File: config.mk
export PLATFORM = sky130hd
export DESIGN_NAME = ipa_arbiter
export DESIGN_NICKNAME = d
export VERILOG_FILES = /design/src/design/ipa_pkg.sv /design/src/design/ipa_arbiter.sv /design/src/design/ipa_prio_field.sv
export SDC_FILE = /design/constraint.sdc
export NUM_CORES = 1
export LEC_CHECK = 0
export ABC_AREA = 0
export BUFFER_PORTS_ARGS = -buffer_cell sky130_fd_sc_hd__buf_2
export CORE_MARGIN = 2
export CORE_UTILIZATION = 69
export CTS_CLUSTER_DIAMETER = 200
export DETAILED_ROUTE_END_ITERATION = 8
export PLACE_DENSITY = 0.88
export SLEW_MARGIN = 30
export SYNTH_ARGS = -nofsm -noshare
export SYNTH_HDL_FRONTEND = slang
export SYNTH_HIERARCHICAL = 1
export SYNTH_SLANG_ARGS = --single-unit
File: constraint.sdc
create_clock -name CLK -period 48.4 [get_ports CLK]
set_input_delay 0 -clock CLK [delete_from_list [all_inputs] [get_ports CLK]]
set_output_delay 0 -clock CLK [all_outputs]
set_load 0.01 [all_outputs]
File: src/design/ipa_pkg.sv
// Shared constants for the interrupt priority arbiter: register offsets,
// field positions, reset values and special identifiers.
// Assumes a word-aligned register port with 12-bit byte addresses.
package ipa_pkg;

	localparam int ADDR_W = 12;
	localparam int DATA_W = 32;
	localparam int PRIO_W = 8;
	localparam int BP_W   = 3;
	localparam int ID_W   = 10;

	// Register byte offsets
	localparam logic [11:0] OFS_CONTROL   = 12'h000;
	localparam logic [11:0] OFS_MASK      = 12'h004;
	localparam logic [11:0] OFS_BP        = 12'h008;
	localparam logic [11:0] OFS_ABP       = 12'h00c;
	localparam logic [11:0] OFS_RUNNING   = 12'h010;
	localparam logic [11:0] OFS_ACK       = 12'h014;
	localparam logic [11:0] OFS_DROP      = 12'h018;
	localparam logic [11:0] OFS_DEACT     = 12'h01c;
	localparam logic [11:0] OFS_PENDVIEW  = 12'h020;
	localparam logic [11:0] OFS_ACTIVE    = 12'h024;
	localparam logic [11:0] OFS_GROUP     = 12'h028;
	localparam logic [11:0] OFS_PRIO_BASE = 12'h400;

	// Control register fields
	localparam int CTL_ENABLE_BIT = 0;
	localparam int CTL_CBPS_BIT   = 1;

	// Reset values
	localparam logic [7:0] MASK_RESET    = 8'h00;
	localparam logic [7:0] PRIO_RESET    = 8'h00;
	localparam logic [2:0] BP_RESET      = 3'h0;
	localparam logic [7:0] IDLE_PRIO     = 8'hff;
	localparam logic [7:0] ALL_ONES_PRIO = 8'hff;

	// Special identifiers
	localparam logic [9:0] SPURIOUS_ID = 10'h3ff;

	localparam logic [1:0] WORD_ALIGN = 2'h0;

endpackage : ipa_pkg

File: src/design/ipa_arbiter.sv
// Priority evaluation of a processor interface: priority fields, mask
// threshold, binary point grouping, running priority and acknowledge.
// Assumes the distributor drives PENDING levels and clears pending on
// ACK_PULSE; register port strobes are one cycle and never overlap.
`timescale 1ns/100ps

module ipa_arbiter #(
	parameter int                  N_IRQ       = 16,
	parameter int                  IMPL_BITS   = 4,
	parameter logic [2:0]          MIN_BP      = 3'h0,
	parameter bit                  HAS_GROUPS  = 1'b1,
	parameter logic [N_IRQ-1:0]    FIXED_MASK  = '0,
	parameter logic [7:0]          FIXED_VALUE = 8'h00
) (
	input  wire logic               CLK,
	input  wire logic               RESET,
	input  wire logic [11:0]        ADDR,
	input  wire logic [31:0]        WDATA,
	input  wire logic               WR,
	input  wire logic               RD,
	output logic      [31:0]        RDATA,
	input  wire logic [N_IRQ-1:0]   PENDING,
	output logic                    IRQ_REQ,
	output logic                    ACK_PULSE,
	output logic      [9:0]         ACK_ID
);

	localparam logic [7:0] IMPL_MASK =
		8'(ipa_pkg::ALL_ONES_PRIO << (ipa_pkg::PRIO_W - IMPL_BITS));
	localparam logic [7:0] PRIO_MAX = IMPL_MASK;
	localparam logic [11:0] PRIO_END =
		12'(ipa_pkg::OFS_PRIO_BASE + 4 * N_IRQ);

	////////////////////////////////////////////////////////////////////////
	// Register state

	logic                   ctl_enable;
	logic                   ctl_cbps;
	logic [7:0]             mask_thr;
	logic [2:0]             bp_primary;
	logic [2:0]             bp_alias;
	logic [N_IRQ-1:0]       grp_sel;
	logic [N_IRQ-1:0]       active;
	logic [N_IRQ-1:0]       live;
	logic [7:0]             run_store [N_IRQ];
	logic [7:0]             prio      [N_IRQ];
	logic [N_IRQ-1:0]       prio_wr;

	logic                   wr_ctl;
	logic                   wr_mask;
	logic                   wr_bp;
	logic                   wr_abp;
	logic                   wr_drop;
	logic                   wr_deact;
	logic                   wr_grp;
	logic                   rd_ack;
	logic                   in_prio;
	logic [11:0]            prio_off;
	logic [9:0]             prio_idx;

	////////////////////////////////////////////////////////////////////////
	// Address decode

	always_comb begin
		wr_ctl   = 1'b0;
		wr_mask  = 1'b0;
		wr_bp    = 1'b0;
		wr_abp   = 1'b0;
		wr_drop  = 1'b0;
		wr_deact = 1'b0;
		wr_grp   = 1'b0;
		if (ADDR == ipa_pkg::OFS_CONTROL) begin
			wr_ctl = WR;
		end else if (ADDR == ipa_pkg::OFS_MASK) begin
			wr_mask = WR;
		end else if (ADDR == ipa_pkg::OFS_BP) begin
			wr_bp = WR;
		end else if (ADDR == ipa_pkg::OFS_ABP) begin
			wr_abp = WR;
		end else if (ADDR == ipa_pkg::OFS_DROP) begin
			wr_drop = WR;
		end else if (ADDR == ipa_pkg::OFS_DEACT) begin
			wr_deact = WR;
		end else if (ADDR == ipa_pkg::OFS_GROUP) begin
			wr_grp = WR;
		end
	end

	assign rd_ack   = RD && (ADDR == ipa_pkg::OFS_ACK);
	assign in_prio  = (ADDR >= ipa_pkg::OFS_PRIO_BASE) && (ADDR < PRIO_END)
		&& (ADDR[1:0] == ipa_pkg::WORD_ALIGN);
	assign prio_off = ADDR - ipa_pkg::OFS_PRIO_BASE;
	assign prio_idx = prio_off[11:2];

	////////////////////////////////////////////////////////////////////////
	// Per-interrupt priority fields

	genvar g;
	generate
		for (g = 0; g < N_IRQ; g++) begin : gen_prio
			assign prio_wr[g] = WR && in_prio && (prio_idx == 10'(g));
			ipa_prio_field #(
				.IMPL_BITS   (IMPL_BITS),
				.FIXED       (FIXED_MASK[g]),
				.FIXED_VALUE (FIXED_VALUE)
			) u_field (
				.clk   (CLK),
				.reset (RESET),
				.wr_en (prio_wr[g]),
				.wdata (WDATA[7:0]),
				.prio  (prio[g])
			);
		end
	endgenerate

	////////////////////////////////////////////////////////////////////////
	// Interface configuration

	always_ff @(posedge CLK) begin
		if (RESET) begin
			ctl_enable <= 1'b0;
			ctl_cbps   <= 1'b0;
		end else if (wr_ctl) begin
			ctl_enable <= WDATA[ipa_pkg::CTL_ENABLE_BIT];
			ctl_cbps   <= WDATA[ipa_pkg::CTL_CBPS_BIT] & HAS_GROUPS;
		end
	end

	always_ff @(posedge CLK) begin
		if (RESET) begin
			mask_thr <= ipa_pkg::MASK_RESET;
		end else if (wr_mask) begin
			mask_thr <= WDATA[7:0] & IMPL_MASK;
		end
	end

	// Values below the floor are raised to it rather than refused
	always_ff @(posedge CLK) begin
		if (RESET) begin
			bp_primary <= (ipa_pkg::BP_RESET > MIN_BP) ?
				ipa_pkg::BP_RESET : MIN_BP;
			bp_alias   <= (ipa_pkg::BP_RESET > MIN_BP) ?
				ipa_pkg::BP_RESET : MIN_BP;
		end else begin
			if (wr_bp) begin
				bp_primary <= (WDATA[2:0] < MIN_BP) ? MIN_BP : WDATA[2:0];
			end
			if (wr_abp && HAS_GROUPS) begin
				bp_alias <= (WDATA[2:0] < MIN_BP) ? MIN_BP : WDATA[2:0];
			end
		end
	end

	always_ff @(posedge CLK) begin
		if (RESET) begin
			grp_sel <= '0;
		end else if (wr_grp && HAS_GROUPS) begin
			grp_sel <= WDATA[N_IRQ-1:0];
		end
	end

	////////////////////////////////////////////////////////////////////////
	// Pending selection and running priority

	logic             found;
	logic [7:0]       best_prio;
	logic [9:0]       best_id;
	logic [7:0]       run_prio;
	logic [2:0]       bp_use;
	logic [7:0]       grp_mask;
	logic [7:0]       best_grp;
	logic             eligible;

	// Strict compare keeps the lowest id on a full-priority tie
	always_comb begin
		found     = 1'b0;
		best_prio = ipa_pkg::IDLE_PRIO;
		best_id   = ipa_pkg::SPURIOUS_ID;
		for (int i = 0; i < N_IRQ; i++) begin
			if (PENDING[i] && !active[i]
				&& (!found || prio[i] < best_prio)) begin
				found     = 1'b1;
				best_prio = prio[i];
				best_id   = 10'(i);
			end
		end
	end

	always_comb begin
		run_prio = ipa_pkg::IDLE_PRIO;
		for (int i = 0; i < N_IRQ; i++) begin
			if (live[i] && run_store[i] < run_prio) begin
				run_prio = run_store[i];
			end
		end
	end

	always_comb begin
		bp_use = bp_primary;
		if (HAS_GROUPS && grp_sel[best_id[3:0] % N_IRQ] && !ctl_cbps) begin
			bp_use = bp_alias;
		end
	end

	// Binary point 7 shifts every bit out, so all groups compare equal
	assign grp_mask = 8'(ipa_pkg::ALL_ONES_PRIO << ({1'b0, bp_use} + 4'h1));
	assign best_grp = best_prio & grp_mask;

	assign eligible = found && ctl_enable
		&& (best_prio < mask_thr)
		&& (best_prio != PRIO_MAX)
		&& (best_grp < run_prio);

	////////////////////////////////////////////////////////////////////////
	// Active and priority-drop tracking

	logic [9:0] wid;
	assign wid = WDATA[9:0];

	// Preemption takes effect only here, when the acknowledge is read
	always_ff @(posedge CLK) begin
		if (RESET) begin
			active <= '0;
			live   <= '0;
		end else begin
			for (int i = 0; i < N_IRQ; i++) begin
				if (rd_ack && eligible && best_id == 10'(i)) begin
					active[i] <= 1'b1;
					live[i]   <= 1'b1;
				end else begin
					if (wr_drop && wid == 10'(i)) begin
						live[i] <= 1'b0;
					end
					if (wr_deact && wid == 10'(i)) begin
						active[i] <= 1'b0;
						live[i]   <= 1'b0;
					end
				end
			end
		end
	end

	// Group priority is frozen at acknowledge so later writes cannot move it
	always_ff @(posedge CLK) begin
		if (RESET) begin
			for (int i = 0; i < N_IRQ; i++) begin
				run_store[i] <= ipa_pkg::IDLE_PRIO;
			end
		end else if (rd_ack && eligible) begin
			run_store[best_id[3:0] % N_IRQ] <= best_grp;
		end
	end

	////////////////////////////////////////////////////////////////////////
	// Outputs

	always_ff @(posedge CLK) begin
		if (RESET) begin
			IRQ_REQ <= 1'b0;
		end else begin
			IRQ_REQ <= eligible;
		end
	end

	always_ff @(posedge CLK) begin
		if (RESET) begin
			ACK_PULSE <= 1'b0;
			ACK_ID    <= ipa_pkg::SPURIOUS_ID;
		end else begin
			ACK_PULSE <= rd_ack && eligible;
			if (rd_ack) begin
				ACK_ID <= eligible ? best_id : ipa_pkg::SPURIOUS_ID;
			end
		end
	end

	logic [31:0] rd_mux;

	always_comb begin
		rd_mux = '0;
		if (ADDR == ipa_pkg::OFS_CONTROL) begin
			rd_mux[ipa_pkg::CTL_ENABLE_BIT] = ctl_enable;
			rd_mux[ipa_pkg::CTL_CBPS_BIT]   = ctl_cbps;
		end else if (ADDR == ipa_pkg::OFS_MASK) begin
			rd_mux[7:0] = mask_thr;
		end else if (ADDR == ipa_pkg::OFS_BP) begin
			rd_mux[2:0] = bp_primary;
		end else if (ADDR == ipa_pkg::OFS_ABP) begin
			rd_mux[2:0] = bp_alias;
		end else if (ADDR == ipa_pkg::OFS_RUNNING) begin
			rd_mux[7:0] = run_prio;
		end else if (ADDR == ipa_pkg::OFS_ACK) begin
			rd_mux[9:0] = eligible ? best_id : ipa_pkg::SPURIOUS_ID;
		end else if (ADDR == ipa_pkg::OFS_PENDVIEW) begin
			rd_mux[9:0] = found ? best_id : ipa_pkg::SPURIOUS_ID;
		end else if (ADDR == ipa_pkg::OFS_ACTIVE) begin
			rd_mux[N_IRQ-1:0] = active;
		end else if (ADDR == ipa_pkg::OFS_GROUP) begin
			rd_mux[N_IRQ-1:0] = grp_sel;
		end else if (in_prio) begin
			rd_mux[7:0] = prio[prio_idx[3:0] % N_IRQ];
		end
	end

	// Unmapped addresses read as zero
	always_ff @(posedge CLK) begin
		if (RESET) begin
			RDATA <= '0;
		end else begin
			RDATA <= RD ? rd_mux : '0;
		end
	end

endmodule : ipa_arbiter

File: src/design/ipa_prio_field.sv
// One per-interrupt priority field with unimplemented low bits.
// Assumes writes arrive as a one-cycle strobe with byte data.
`timescale 1ns/100ps

module ipa_prio_field #(
	parameter int         IMPL_BITS   = 4,
	parameter bit         FIXED       = 1'b0,
	parameter logic [7:0] FIXED_VALUE = 8'h00
) (
	input  wire logic       clk,
	input  wire logic       reset,
	input  wire logic       wr_en,
	input  wire logic [7:0] wdata,
	output logic      [7:0] prio
);

	localparam logic [7:0] IMPL_MASK =
		8'(ipa_pkg::ALL_ONES_PRIO << (ipa_pkg::PRIO_W - IMPL_BITS));

	logic [7:0] stored;

	// Low bits never store, so they read as zero and ignore writes
	always_ff @(posedge clk) begin
		if (reset) begin
			stored <= ipa_pkg::PRIO_RESET;
		end else if (wr_en && !FIXED) begin
			stored <= wdata & IMPL_MASK;
		end
	end

	assign prio = FIXED ? (FIXED_VALUE & IMPL_MASK) : stored;

endmodule : ipa_prio_field

# Word level (Yosys, flattened, before mapping)
# Memories as Yosys holds them, arrays and structs flattened.
# Cells that the tools add are included.
[totals] ram_bits=128 n_memories=1 rom_bits=0 wordCells=590 latchBits=0 reg_bits=168 out_inout_bits=44
[op_classes] reduce_logical=210 n_mux=217 addsub=2 magnitude_cmp=38 div_mod_pow=0 mul=0 n_shift=1 eq_ne=56 n_bitwise=3
[memory_table] name="run_store" depth=16 word_bits=8 rd=16 rd_clocked_by_memory_dff=0 write_ports=16 line_no="ipa_arbiter.sv:45" source="logic [7:0] run_store [N_IRQ];"
[op_table] operator="2-to-1 mux 8 bit" count=41
[op_table] operator="< comparator 8 bit" count=32
[op_table] operator="2-to-1 mux 10 bit" count=25
[op_table] operator="== test 10 x 4 -> 1 bit (second input constant)" count=24
[op_table] operator="2-to-1 mux 1 bit" count=131
[op_table] operator="2-to-1 mux 16 bit" count=8
[op_table] operator="logical AND 1 bit" count=121
[op_table] operator="== test 10 x 3 -> 1 bit (second input constant)" count=12
[op_table] operator="== test 10 x 2 -> 1 bit (second input constant)" count=6
[op_table] operator="== test 12 x 5 -> 1 bit (second input constant)" count=4
[op_table] operator="nonzero test 3 bit" count=16
[op_table] operator="== test 12 x 6 -> 1 bit (second input constant)" count=3
[op_table] operator="greater-or-equal comparator 33 x 5 -> 1 bit (second input constant)" count=1
[op_table] operator="inverter 4 -> 33 bit" count=1
[op_table] operator="binary-select mux 8 bit (select 4 bit)" count=1
[op_table] operator="zero test 1 bit" count=32
[op_table] operator="nonzero test 2 bit" count=16
[op_table] operator="== test 10 x 1 -> 1 bit (second input constant)" count=3
[op_table] operator="zero test 10 bit" count=3
[op_table] operator="2-to-1 mux 13 bit" count=2
[op_table] operator="== test 12 x 4 -> 1 bit (second input constant)" count=2
[op_table] operator="logical OR 1 bit" count=15
[op_table] operator="== test 12 x 3 -> 1 bit (second input constant)" count=1
[op_table] operator="greater-or-equal comparator 12 x 11 -> 1 bit (second input constant)" count=1
[op_table] operator="other kinds (22)" count=26

# Depth between registers and ports, before layout
[logic_depth] ltp_word=84 mapped_depth=197 mapped_depth_nobuf=176

# By module
# The synthesis kept the hierarchy.
[by_module_without_submodules] module="ipa_arbiter" area_each_um2=20211.9 instances=1 seq_area_each_um2=5505.3 cells_each=2436
[by_module_without_submodules] module="ipa_prio_field" area_each_um2=173.9 instances=16 seq_area_each_um2=80.1 cells_each=18

# Worst setup path after synthesis
# No wires, ideal clock.
[synth_path] path_kind="register to register" startpoint="register active[0]" endpoint="memory run_store[4][0] (enable)" setup_ns=0.330 synth_period_minus_slack_ns=32.323 slack_ns=16.077 stages_incl_launch_ff=193 t_required_ns=48.070 arrival_time_ns=31.993 n_path_buf=21 path_cell_list="dfxtp_1 nand2b_1 clkbuf_1 nor2_1 ha_1 a21oi_1 o21ai_0 o21a_1 o21ai_0 nand3_1 a21oi_1 inv_1 ha_1 a21oi_1 o21ai_0 o21ai_0 nand2_1 a31oi_1 [... 157 more ...] ha_1 xor2_1 a211o_1 clkbuf_1 buf_2 inv_1 ha_1 a21oi_1 nor2b_1 o21ai_0 nand4_1 nand4b_1 a211o_1 a21oi_2 buf_4 and4b_1 buf_6 or2_1"
[synth_rtl] element="start, declared" line_no="ipa_arbiter.sv:43" source="logic [N_IRQ-1:0] active;"
[synth_rtl] element="start signal, assigned" line_no="ipa_arbiter.sv:223" source="active <= '0;"
[synth_rtl] element="start signal, assigned by index" line_no="ipa_arbiter.sv:228" source="active[i] <= 1'b1;"
[synth_rtl] element="start signal, assigned by index" line_no="ipa_arbiter.sv:235" source="active[i] <= 1'b0;"
[synth_rtl] element="end, declared" line_no="ipa_arbiter.sv:45"

==> results.yml <==
clock_network:
  cts-root-buf: "clkbuf_16"
  cts_buffers: 26
  tritoncts: "done"
  htreeDepth: 1
  clk_pin_slew_ns: 0.07
  cts_setup_buffers: 0
  clockBufferDepth: 3
  post_cts_resized: 0
  cts_sinks: 275
  clk_latency_ns: 0.55
grt:
  grt_pass1_wl_mm: 103
  grt_max_degree: 78
  grt_pass1_vias: 20374
  grtUsageTotal_pct: 36.2
  grt_overflow: 0
  antenna_found_initial: 1
routing:
  drt_iter0_drc: 1769
  first_pass_iters: 6
  wl_mm: 64.5
  post-route-drc-count: 0
  vias: 20659
  wl_per_cell_um: 20.2
  route.detailed.vias_per_inst: 6.47
  ant_nets: 0
placement:
  portBuffers: 75
  dp_hpwl_mm: 48.9
  place_area_um2: 23100
  globalplace.congestion: 0.965
  dp_slack_ns: 11.16
logic_synthesis:
  ys_top_cells_by_count: "nand2_1, nor2_1, inv_1, ha_1, a21oi_1"
  synth_top_family_by_area: "simple AND/OR/NAND/NOR gates"
  seq_area_frac_synth_pct: 29.5
  synth.distinct_cells: 99
  synth_edf_count: 128
  postSynth.asyncResetShare_pct: 0
  synth_top_cell_area_share_pct: 16.7
  synth_ff_type: "dfxtp_1"
  yosys_warnings: 6
  syn_inst: 2724
  synth_top_area_cell: "edfxtp_1"
  synth_seq_cells: 275
  yosysMostFrequentCell: "nand2_1"
  synthMuxAreaShare_pct: 13.4
  netlist_area_um2: 23000
  postSynthAreaPerCell_um2: 8.44
  synthAdderAreaFrac_pct: 10.8
  synthTopCellsByArea: "edfxtp_1, dfxtp_1, ha_1"
  synth_simple_gate_area_share_pct: 20.5
  synth-xor-area-share_pct: 0.223
  synth_compound_gate_area_share_pct: 16.9
pwr:
  ir_drop_mv: 0.0324
  power_frac_clock_pct: 27.7
  sw_frac_of_total_pct: 39.7
  power_frac_seq_pct: 29.1
  p_comb_share_pct: 43.3
  p_leak_nw: 9.98
  p_per_area_nw_per_um2: 34.2
  switchingPower_w: 0.000331
  internal_power_w: 0.000503
finish:
  nets: 2987
  drive_gt1_share_pct: 10.8
  fin_area_um2: 24400
  area_delta_synth_final_pct: 5.94
sta:
  fmax_mhz: 26.0
  relSlewSlack_pct: 33.2
  hold_viol: 0
  tns_ns: 0
  setup_violations: 0
  worstMarginPinSlew_ns: 1.00
  clock-skew-final_ns: 0.0240
  maxSlewViolCount: 0
  min_period_over_period_pct: 79.6
  rsz0062_at_grt: "false"
  fin_ws_ns: 9.89
  fin_crit_ns: 38.51
worst_setup_path:
  arrival_ns: 38.72
  start_kind: "flip-flop"
  worst_ep_required_time_ns: 48.61
  crit_type: "flip-flop to flip-flop"
  critPathCaptureType: "flip-flop"
  critical-path-top-delay-family: "compound AO/OA/AOI/OAI gates"
  max_stage_delay_ns: 0.85
  slowest_stage: "o41a_1"
  reg2reg_depth: 175
  crit_path_max_fanout: 22
  path_buf_inv: 15
  path_depth: 175
floorplan:
  io_pins: 108
  coreArea_um2: 32700
  die-area_um2: 34800
  num_rows: 66
  die_w_um: 187
  die_h_um: 187
  initial_core_util_pct: 70.3
min_path:
  min_path_cells: 4
  hp-class: "input port to flip-flop"
outcome:
  status: "finished clean"
job:
  drv_cap: 0
==> what timing repair did <==
action / CTS / global route
hold endpoints to repair: 89 / 0
hold buffers: 27 / 0
endpoints found under the setup margin: 0 / 0
==> path summary, 6_finish.rpt <==
path | end | slack, ns | start
worst max-delay path | run_store[5][1]$_SDFFCE_PN1P_ | 9.89 | active[0]$_SDFFE_PP0P_
worst min-delay path | RDATA[3]$_SDFF_PP0_ | 0.05 | ADDR[0]
worst max register to register | run_store[5][1]$_SDFFCE_PN1P_ | 9.89 | active[0]$_SDFFE_PP0P_
worst min register to register | grp_sel[8]$_SDFFE_PP0P_ | 0.47 | grp_sel[8]$_SDFFE_PP0P_
==> routing by layer <==
metal / wire, um / track usage (%)
met3: 5230 / 4.23
met5: 0 / 0
met2: 30800 / 62.3
met4: 3410 / 19.0
met1: 25100 / 44.7
==> cell usage in the layout, fill, tap and decap left out, types with 22 or more instances in the layout <==
cell type        n
mux2_2          72
nand2_1        308
buf_2           74
and3_1          22
o21a_1          35
edfxtp_1       128
inv_1          206
a21oi_1        171
nand3_1         49
mux2i_1        128
dfxtp_1        147
and2_1          24
mux4_2          40
nor3_1          29
nor2b_1         75
dlygate4sd3_1   27
ha_1           196
clkbuf_16       31
nand2b_1        69
conb_1          80
nor2_1         253
a21o_1          41
nand4_1         29
o21ai_0        152
==> registers in the layout, indices dropped and copies added, names as in the netlist, 4 cells and up <==
name,count
RDATA,16
grp_sel,16
ACK_ID,5
mask_thr,4
run_store,128
live,16
gen_prio.u_field/prio,64
active,16
==> stage by stage <==
stage / total power [W] / instances / util (%) / hold WS (ns)
global placement: 0.000577 / 3114 / 70.6 / 0.270
finish: 0.000834 / 3191 / 74.5 / 0.0546
floorplan: 0.000508 / 2787 / - / 0.0724
CTS: 0.000816 / 3189 / 74.4 / 0.0199
detailed placement: 0.000588 / 3114 / 70.6 / 0.277
global route: 0.000874 / 3190 / 74.5 / 0.0777
==> worst min-delay path: cells and delay by family <==
kind	cells	cell delay [ns]
compound gates	1	0.20
simple gates	2	0.21
buf+inv	1	0.13
==> power by group through the flow <==
| stage | sequential, W | combinational (W) | clock, W |
|---|---|---|---|
| after floorplan | 0.000248 | 0.000260 | 0 |
| after global placement | 0.000248 | 0.000329 | 0 |
| after detailed placement | 0.000248 | 0.000340 | 0 |
| after CTS | 0.000243 | 0.000344 | 0.000229 |
| after global routing | 0.000242 | 0.000392 | 0.000240 |
| final | 0.000242 | 0.000361 | 0.000231 |
==> cell families (layout without fill, tap and decap cells) <==
kind of cell / after synthesis / after routing
xor gates and xnor gates: 5 / 5
adders and majority gates: 199 / 199
muxes: 246 / 246
AOI/OAI and AO/OA: 599 / 599
buffers and inverters: 410 / 370
DFF: 275 / 275
and+or+nand+nor: 973 / 973
other: 17 / 82
==> area by class of cell <==
type | instances | area (um^2)
diodes | 2 | 5.00
repair buffers | 116 | 753
flip-flops and latches | 275 | 6790
fillers | 2344 | 8340
multi-input cells | 2102 | 14500
inverters | 206 | 773
well taps | 442 | 553
clock inverters | 12 | 140
clock buffers | 36 | 845
Power figures use the tool's default switching activity.
